### config.mk
export PLATFORM = sky130hd
export DESIGN_NAME = dtc_timer_top
export DESIGN_NICKNAME = d
export VERILOG_FILES = /design/src/common/dtc_pkg.sv /design/src/core/dtc_pin_sync.sv /design/src/core/dtc_timer_top.sv
export VERILOG_INCLUDE_DIRS = /design/src /design/src/common
export SDC_FILE = /design/constraint.sdc
export NUM_CORES = 1
export LEC_CHECK = 0
export BUFFER_PORTS_ARGS = -buffer_cell sky130_fd_sc_hd__clkbuf_2
export CAP_MARGIN = 10
export CORE_MARGIN = 2
export CORE_UTILIZATION = 55
export DETAILED_ROUTE_END_ITERATION = 10
export PLACE_DENSITY_LB_ADDON = 0.2
export SYNTH_ARGS = -nofsm -noshare
export SYNTH_HDL_FRONTEND = slang
export SYNTH_SLANG_ARGS = --single-unit
### constraint.sdc
create_clock -name i_clk_sys -period 6.06 [get_ports i_clk_sys]
set_clock_uncertainty 0.2 [all_clocks]
set_input_delay 0.606 -clock i_clk_sys [delete_from_list [all_inputs] [get_ports i_clk_sys]]
set_output_delay 0.606 -clock i_clk_sys [all_outputs]
set_load 0.01 [all_outputs]
### src/common/dtc_consts.svh
`ifndef DTC_CONSTS_SVH
`define DTC_CONSTS_SVH

// Register byte addresses
`define DTC_ADDR_TCTL 8'h88
`define DTC_ADDR_TIMER_MODE_CONTROL 8'h89
`define DTC_ADDR_TL0 8'h8A
`define DTC_ADDR_TL1 8'h8B
`define DTC_ADDR_TH0 8'h8C
`define DTC_ADDR_TH1 8'h8D
`define DTC_ADDR_CKDIV 8'h8E

// Timer control field positions
`define DTC_TF1_BIT 7
`define DTC_TR1_BIT 6
`define DTC_TF0_BIT 5
`define DTC_TR0_BIT 4
`define DTC_IE1_BIT 3
`define DTC_IT1_BIT 2
`define DTC_IE0_BIT 1
`define DTC_IT0_BIT 0

// Clock divider control field positions
`define DTC_T1M_BIT 4
`define DTC_T0M_BIT 3

// Reset values
`define DTC_RST_BYTE 8'h00

// Machine tick divider: counts 0..11, fast tick every fourth count
`define DTC_DIV_LAST 4'hB
`define DTC_DIV_FAST 2'h3

// Pin index in the synchroniser vector
`define DTC_PIN_CNT0 0
`define DTC_PIN_CNT1 1
`define DTC_PIN_IRQ0 2
`define DTC_PIN_IRQ1 3

`endif

### src/common/dtc_pkg.sv
package dtc_pkg;

    typedef enum logic [1:0] {
        DTC_MODE_PRESCALE = 2'h0,
        DTC_MODE_FULL16 = 2'h1,
        DTC_MODE_RELOAD8 = 2'h2,
        DTC_MODE_SPLIT = 2'h3
    } dtc_mode_t;

    // One timer nibble of the mode register
    typedef struct packed {
        logic gate;
        logic cnt_sel;
        dtc_mode_t mode;
    } dtc_timer_mode_control_t;

    // Result of one counting step
    typedef struct packed {
        logic [7:0] th;
        logic [7:0] tl;
        logic ovf;
    } dtc_step_t;

endpackage

### src/core/dtc_pin_sync.sv
`timescale 1ns/1ps
`include "dtc_consts.svh"

module dtc_pin_sync
    import dtc_pkg::*;
(
    // Clock and reset
    input wire logic i_clk_sys,
    input wire logic i_resetn,
    // Raw pins
    input wire logic [3:0] i_pins,
    // Filtered level and falling-edge pulse
    output logic [3:0] o_level,
    output logic [3:0] o_fall
);

    genvar gi;
    generate
        for (gi = 0; gi < 4; gi++) begin : g_pin
            logic s1_q;
            logic s2_q;
            logic s3_q;
            logic lvl_q;
            logic fall_q;
            logic agree;

            // Level is accepted once the second and third stages agree
            assign agree = (s2_q == s3_q);

            // Pins idle high, so reset to high avoids a false edge
            always_ff @(posedge i_clk_sys or negedge i_resetn) begin
                if (!i_resetn) begin
                    s1_q <= 1'b1;
                    s2_q <= 1'b1;
                    s3_q <= 1'b1;
                    lvl_q <= 1'b1;
                    fall_q <= 1'b0;
                end else begin
                    s1_q <= i_pins[gi];
                    s2_q <= s1_q;
                    s3_q <= s2_q;
                    if (agree) begin
                        lvl_q <= s3_q;
                    end
                    fall_q <= agree & lvl_q & ~s3_q;
                end
            end

            assign o_level[gi] = lvl_q;
            assign o_fall[gi] = fall_q;
        end
    endgenerate

endmodule

### src/core/dtc_timer_top.sv
`timescale 1ns/1ps
`include "dtc_consts.svh"

// Functional notes
// - Timer one flag: set, vector clear, software
// - Timer zero flag: set, vector clear, software
// - Run bits six and four stop timers
// - External flags: edge clears on vector, level tracks
// - Type bit picks falling edge or low level
// - Gate needs run bit and high pin
// - Select bit picks clock or pin falls
// - Mode zero: eight bits, five-bit prescale
// - Mode one: sixteen-bit count
// - Mode two: low byte reloads from high
// - Mode three splits timer zero, stops one
// - Timer one tick divides by 4 or 12
// - Timer zero tick divides by 4 or 12
module dtc_timer_top
    import dtc_pkg::*;
(
    // Clock and reset
    input wire logic i_clk_sys,
    input wire logic i_resetn,
    // Register port
    input wire logic [7:0] i_addr,
    input wire logic [7:0] i_wdata,
    input wire logic i_wr,
    input wire logic i_rd,
    output logic [7:0] o_rdata,
    // Pins
    input wire logic i_cnt_pin_zero,
    input wire logic i_cnt_pin_one,
    input wire logic i_ext_irq_pin_zero,
    input wire logic i_ext_irq_pin_one,
    // Interrupt vector acknowledges
    input wire logic i_vec_timer_zero,
    input wire logic i_vec_timer_one,
    input wire logic i_vec_ext_zero,
    input wire logic i_vec_ext_one,
    // Flags to the interrupt controller
    output logic o_timer_zero_overflow_flag,
    output logic o_timer_one_overflow_flag,
    output logic o_ext_irq_zero_flag,
    output logic o_ext_irq_one_flag
);

    // One counting step in a given mode
    function automatic dtc_step_t dtc_step(input dtc_mode_t mode, input logic [7:0] th,
                                           input logic [7:0] tl, input logic inc);
        dtc_step_t r;
        logic [12:0] c13;
        r = '{th: th, tl: tl, ovf: 1'b0};
        c13 = {th, tl[4:0]};
        if (inc) begin
            case (mode)
                DTC_MODE_PRESCALE: begin
                    r.ovf = &c13;
                    c13 = c13 + 13'h0001;
                    r.th = c13[12:5];
                    r.tl = {tl[7:5], c13[4:0]};
                end
                DTC_MODE_FULL16: begin
                    r.ovf = &{th, tl};
                    {r.th, r.tl} = {th, tl} + 16'h0001;
                end
                DTC_MODE_RELOAD8: begin
                    r.ovf = &tl;
                    r.tl = (&tl) ? th : tl + 8'h01;
                end
                default: begin
                    r.ovf = &tl;
                    r.tl = tl + 8'h01;
                end
            endcase
        end
        return r;
    endfunction

    // Registers
    logic [7:0] tctl_q;
    logic [7:0] tctl_d;
    logic [7:0] timer_mode_control_q;
    logic [7:0] ckdiv_q;
    logic [7:0] tl0_q;
    logic [7:0] tl0_d;
    logic [7:0] th0_q;
    logic [7:0] th0_d;
    logic [7:0] tl1_q;
    logic [7:0] tl1_d;
    logic [7:0] th1_q;
    logic [7:0] th1_d;
    logic [3:0] div_q;
    logic [7:0] rdata_q;
    logic [7:0] rdata_d;
    logic [3:0] lvl;
    logic [3:0] fall;

    dtc_pin_sync u_sync (
        .i_clk_sys(i_clk_sys),
        .i_resetn(i_resetn),
        .i_pins({i_ext_irq_pin_one, i_ext_irq_pin_zero, i_cnt_pin_one, i_cnt_pin_zero}),
        .o_level(lvl),
        .o_fall(fall)
    );

    // Address decode
    wire wr_tctl = i_wr && (i_addr == `DTC_ADDR_TCTL);
    wire wr_timer_mode_control = i_wr && (i_addr == `DTC_ADDR_TIMER_MODE_CONTROL);
    wire wr_ckdiv = i_wr && (i_addr == `DTC_ADDR_CKDIV);
    wire wr_tl0 = i_wr && (i_addr == `DTC_ADDR_TL0);
    wire wr_th0 = i_wr && (i_addr == `DTC_ADDR_TH0);
    wire wr_tl1 = i_wr && (i_addr == `DTC_ADDR_TL1);
    wire wr_th1 = i_wr && (i_addr == `DTC_ADDR_TH1);

    // Field views
    dtc_timer_mode_control_t cfg0;
    dtc_timer_mode_control_t cfg1;
    assign cfg0 = timer_mode_control_q[3:0];
    assign cfg1 = timer_mode_control_q[7:4];
    wire tr0 = tctl_q[`DTC_TR0_BIT];
    wire tr1 = tctl_q[`DTC_TR1_BIT];
    wire it0 = tctl_q[`DTC_IT0_BIT];
    wire it1 = tctl_q[`DTC_IT1_BIT];
    wire split = (cfg0.mode == DTC_MODE_SPLIT);

    // Shared divider gives both tick rates from one counter
    wire tick_fast = (div_q[1:0] == `DTC_DIV_FAST);
    wire tick_slow = (div_q == `DTC_DIV_LAST);
    wire clk0 = ckdiv_q[`DTC_T0M_BIT] ? tick_fast : tick_slow;
    wire clk1 = ckdiv_q[`DTC_T1M_BIT] ? tick_fast : tick_slow;

    // internal tick or pin falling edge
    wire src0 = cfg0.cnt_sel ? fall[`DTC_PIN_CNT0] : clk0;
    wire src1 = cfg1.cnt_sel ? fall[`DTC_PIN_CNT1] : clk1;
    wire gok0 = ~cfg0.gate | lvl[`DTC_PIN_IRQ0];
    wire gok1 = ~cfg1.gate | lvl[`DTC_PIN_IRQ1];
    wire en0 = tr0 & gok0 & src0;
    // timer one holds while timer zero is split
    // Its own mode three stops it too, so the split high byte owns the flag alone
    wire en1 = tr1 & gok1 & src1 & ~split & (cfg1.mode != DTC_MODE_SPLIT);
    wire en_h0 = split & tr1 & clk1;

    // mode steps; handled in the step function, except the split high byte
    dtc_step_t st0;
    dtc_step_t st1;
    assign st0 = dtc_step(cfg0.mode, th0_q, tl0_q, en0);
    assign st1 = dtc_step(cfg1.mode, th1_q, tl1_q, en1);
    wire ovf_h0 = en_h0 & (&th0_q);
    wire ovf0 = st0.ovf;
    wire ovf1 = st1.ovf | ovf_h0;

    // Software writes to a count byte win over the increment
    assign tl0_d = wr_tl0 ? i_wdata : st0.tl;
    assign th0_d = wr_th0 ? i_wdata : (split ? th0_q + {7'h00, en_h0} : st0.th);
    assign tl1_d = wr_tl1 ? i_wdata : st1.tl;
    assign th1_d = wr_th1 ? i_wdata : st1.th;

    // Flag updates: a hardware set beats both vector and software clear
    always_comb begin
        tctl_d = wr_tctl ? i_wdata : tctl_q;
        tctl_d[`DTC_TF1_BIT] = ovf1 | (~i_vec_timer_one & tctl_d[`DTC_TF1_BIT]);
        tctl_d[`DTC_TF0_BIT] = ovf0 | (~i_vec_timer_zero & tctl_d[`DTC_TF0_BIT]);
        // edge flags clear on vector, level flags follow pin
        tctl_d[`DTC_IE0_BIT] = fall[`DTC_PIN_IRQ0] | (~i_vec_ext_zero & tctl_d[`DTC_IE0_BIT]);
        tctl_d[`DTC_IE1_BIT] = fall[`DTC_PIN_IRQ1] | (~i_vec_ext_one & tctl_d[`DTC_IE1_BIT]);
        if (!tctl_d[`DTC_IT0_BIT]) begin
            tctl_d[`DTC_IE0_BIT] = ~lvl[`DTC_PIN_IRQ0];
        end
        if (!tctl_d[`DTC_IT1_BIT]) begin
            tctl_d[`DTC_IE1_BIT] = ~lvl[`DTC_PIN_IRQ1];
        end
    end

    // Read mux; unmapped addresses read zero
    always_comb begin
        case (i_addr)
            `DTC_ADDR_TCTL: rdata_d = tctl_q;
            `DTC_ADDR_TIMER_MODE_CONTROL: rdata_d = timer_mode_control_q;
            `DTC_ADDR_TL0: rdata_d = tl0_q;
            `DTC_ADDR_TL1: rdata_d = tl1_q;
            `DTC_ADDR_TH0: rdata_d = th0_q;
            `DTC_ADDR_TH1: rdata_d = th1_q;
            `DTC_ADDR_CKDIV: rdata_d = ckdiv_q;
            default: rdata_d = `DTC_RST_BYTE;
        endcase
        if (!i_rd) begin
            rdata_d = `DTC_RST_BYTE;
        end
    end

    always_ff @(posedge i_clk_sys or negedge i_resetn) begin
        if (!i_resetn) begin
            tctl_q <= `DTC_RST_BYTE;
            timer_mode_control_q <= `DTC_RST_BYTE;
            ckdiv_q <= `DTC_RST_BYTE;
            tl0_q <= `DTC_RST_BYTE;
            th0_q <= `DTC_RST_BYTE;
            tl1_q <= `DTC_RST_BYTE;
            th1_q <= `DTC_RST_BYTE;
            div_q <= 4'h0;
            rdata_q <= `DTC_RST_BYTE;
        end else begin
            tctl_q <= tctl_d;
            timer_mode_control_q <= wr_timer_mode_control ? i_wdata : timer_mode_control_q;
            ckdiv_q <= wr_ckdiv ? i_wdata : ckdiv_q;
            tl0_q <= tl0_d;
            th0_q <= th0_d;
            tl1_q <= tl1_d;
            th1_q <= th1_d;
            div_q <= tick_slow ? 4'h0 : div_q + 4'h1;
            rdata_q <= rdata_d;
        end
    end

    // Outputs straight from registers
    assign o_rdata = rdata_q;
    assign o_timer_zero_overflow_flag = tctl_q[`DTC_TF0_BIT];
    assign o_timer_one_overflow_flag = tctl_q[`DTC_TF1_BIT];
    assign o_ext_irq_zero_flag = tctl_q[`DTC_IE0_BIT];
    assign o_ext_irq_one_flag = tctl_q[`DTC_IE1_BIT];
endmodule

==> key figures <==
Synth
  – Syn Std Cell Area: 0.00489 mm2
  – Syn Nets: 531
  – FFs w/ async S/R, synth: 1.00
  – Flip-flop and latch count after synthesis: 88
  – Post-synthesis instance total: 498
  – Main synth FF type: dfrtp_1
  – Synth Warn #: 0
  – Number of flops mapped to enable cells by yosys: 0
  – Seq/Total Area, Yosys: 0.454
  – Mapped Avg Cell Area: 9.82 um2
  – Distinct cell type count of the synthesized netlist: 57

STA
  – Setup total negative slack: 0 ns
  – Peak clock frequency supported by timing: 362 MHz
  – Number of hold violations in the final report: 0
  – Max_slew headroom: 0.368
  – Final Cycle Share: 0.456
  – Setup ws final: 3.30 ns
  – Setup repair after global routing missed its margin: no
  – Shortest period the worst path allows: 2.76 ns
  – Setup violators final: 0
  – Final Max Tran Viols: 0
  – Worst Max-Slew Pin Slew: 0.940 ns

Critical path
  – Classification of the worst setup path: flop to flop
  – Worst Setup Start Kind: flop
  – Crit. End Element: flop
  – Ordered cell list for the critical path: and2_1 > o2111a_1 > ha_1 > ha_1 > nand3_1 > nor2_1 > xnor2_1 > o21ai_0 > a311oi_1 > nor3_1
  – Critical Path RT: 6.12 ns
  – Endpoint arrival time on the critical path: 2.82 ns
  – Worst path slowest cell: dfrtp_1
  – Crit-path max cell delay: 0.65 ns
  – Most used cell along the critical path: ha_1
  – Critical-path maximum fanout: 16

Global routing
  – Number of global-route vias before repair: 3879
  – Overflow left after global routing: 0
  – Global-route usage over all layers: 0.283
  – First-pass GRT wire length: 21.2 mm
  – Maximum number of pins on one net before global-route repair: 58
  – Initial antenna violation count: 0

Placement
  – Buffers added on ports: 39
  – Final weighted congestion in routability-driven placement: 0.902
  – Placed cell count: 625
  – Hpwl dp: 9.38 mm
  – Post-Place Setup Slack: 3.28 ns

Pwr
  – Power density normalized to cell area: 271 mW/mm2
  – Static Leakage: 2.24 nW
  – Overall Power: 1.46 mW
  – Maximum VDD drop: 0.000138 V

CTS
  – Worst skew pair latency: 0.37 ns
  – Cell chosen for the clock root: clkbuf_8
  – CTS H-tree lvls: 3
  – Clock buffer depth: 2
  – TritonCTS Buffers: 9
  – Resized cells post-CTS: 0
  – TritonCTS clock tree: built
  – Clock transition at path regs: 0.10 ns
  – Number of clock sinks: 88

Drt
  – Antenna Nets Post-Route: 0
  – Routed via count divided by cell count: 6.48
  – Violation count after the first detailed-route iteration: 463
  – Vias after detailed routing: 4157
  – Final Routed Wirelength: 13.1 mm
  – Average wire per cell in the routed design: 20.4 um
  – Pre-Repair DR Iteration Count: 5
  – # DRC: 0

Die
  – Full die area: 0.00966 mm2
  – Number of primary I/O pins: 40
  – Vert. Die Dim: 98.3 um
  – Die Span X: 98.3 um
  – Standard-cell rows: 34
  – Initial cell density of the core: 0.564
  – Area of the core region: 0.00868 mm2

Layout
  – Number of antenna cells inserted: 0
  – Area added between synthesis and finish: 10.0%
  – Count of filler cells inserted in the layout: 759
  – Total area of multi-input combinational cells: 0.00253 mm2
  – Final instance count without filler cells: 642
  – Fraction of final layout cells sized beyond drive strength 1: 0.199
  – Area used by sequential logic in the layout: 0.00222 mm2
  – Final #Nets: 562

Flow run
  – Reported max-cap violation count: 0

Outcome
  – Status: complete, no violations

Hold path
  – Classification of the worst-slack hold path: primary input to flop
==> Yosys cell counts (all sizes together), types with 4 or more instances <==
master	count	area (um2)
a211oi	5	37.5
a21o	4	30.0
a21oi	35	175
a22oi	14	105
a31oi	7	43.8
and3	6	37.5
and4	5	43.8
buf	4	26.3
clkbuf	17	63.8
dfrtp	72	1800
dfstp	16	420
ha	5	62.6
inv	12	45.0
maj3	4	40.0
mux2	24	285
mux2i	13	130
mux4	6	135
nand2	49	184
nand2b	7	43.8
nand3	20	100
nand4	7	43.8
nor2	44	168
nor2b	5	31.3
nor3	15	80.1
nor3b	5	37.5
o211ai	5	37.5
o21ai	30	150
o22ai	6	37.5
o31ai	5	37.5
xnor2	12	105
xor2	9	78.8
==> sequential cells by signal, indices dropped and copies added (netlist names), 8 cells and up <==
name	cells
o_rdata	8
tl0_q	8
timer_mode_control_q	8
th1_q	8
th0_q	8
tctl_q	8
tl1_q	8
ckdiv_q	8
==> logic make-up after synthesis <==
| group | share of synthesized area |
|---|---|
| compound gates | 0.166 |
| fa+ha+maj | 0.0210 |
| flops | 0.454 |
| buf+inv | 0.0276 |
| simple gates | 0.181 |
| mux | 0.113 |
| xor+xnor | 0.0376 |
==> cell type report <==
class / instances / area share
Clock inverter: 6 / 0.0172
Sequential cell: 88 / 0.413
Inverter: 12 / 0.00837
Clock buffer: 10 / 0.0256
Tap cell: 108 / 0.0251
Timing Repair Buffer: 41 / 0.0400
Multi-Input combinational cell: 377 / 0.471
==> repair_timing <==
item                      4_1_cts  5_1_grt
hold buffers                    1        0
setup buffers                   0        0
hold endpoints to repair       23        0
==> final timing paths <==
path,from,to,slack (ns),depth (start not counted)
setup / recovery,timer_mode_control_q[1],th0_q[6],3.30,10
hold / removal,i_ext_irq_pin_one,u_sync.g_pin[3].s1_q,0.12,1
setup reg to reg,timer_mode_control_q[1],th0_q[6],3.30,10
hold reg to reg,u_sync.g_pin[1].s1_q,u_sync.g_pin[1].s2_q,0.16,0
max in group asynchronous,i_resetn,tl1_q[1],4.09,3
min in group asynchronous,i_resetn,th0_q[2],0.50,2
==> critical path, delay by kind of cell (launching register included) <==
family	cells	cell delay (ns)
and+or+nand+nor	4	0.64
xor gates and xnor gates	1	0.12
AOI/OAI and AO/OA	3	0.65
DFF	1	0.65
adders and majority gates	2	0.38
==> routing by layer <==
layer / GRT usage / wire length, um / vias to the layer above
met3: 0.0437 / 989 / 31
met4: 0.103 / 408 / 0
met2: 0.431 / 5850 / 203
li1: - / - / 1895
met5: 0 / 0 / -
met1: 0.415 / 5860 / 2028
==> metrics by stage <==
step	hold WS (ns)	util	instance area, um2
finish	0.118	0.620	5380
global route	0.0922	0.620	5380
CTS	0.106	0.620	5380
detailed placement	0.149	0.592	5140
global placement	0.147	0.592	5140
floorplan	0.110	-	4890
==> cells in the final DEF (no fill, tap or decap), drive strengths merged, types with 3 or more instances in the layout <==
cell / instances
a211oi: 5
dfstp: 16
mux2: 24
nor2b: 5
nand2b: 7
o211ai: 5
mux4: 6
o31ai: 5
dfrtp: 72
a21oi: 35
maj3: 4
clkbuf: 48
nand3: 20
and4: 5
o22ai: 6
ha: 5
o21ai: 30
inv: 12
a31oi: 7
xnor2: 12
a311oi: 3
nor2: 44
nor3: 15
xor2: 9
and3: 6
and2: 3
a22oi: 14
nor3b: 5
mux2i: 13
nand4: 7
nand2: 49
a21o: 4
==> power by group <==
part / total, mW / switching [mW] / leakage [nW] / internal, mW
Clock: 0.467 / 0.222 / 0.109 / 0.245
Combinational: 0.271 / 0.152 / 1.11 / 0.119
Sequential: 0.719 / 0.0806 / 1.03 / 0.638
Total: 1.46 / 0.455 / 2.24 / 1.00
(Power assumes the default switching activity.)
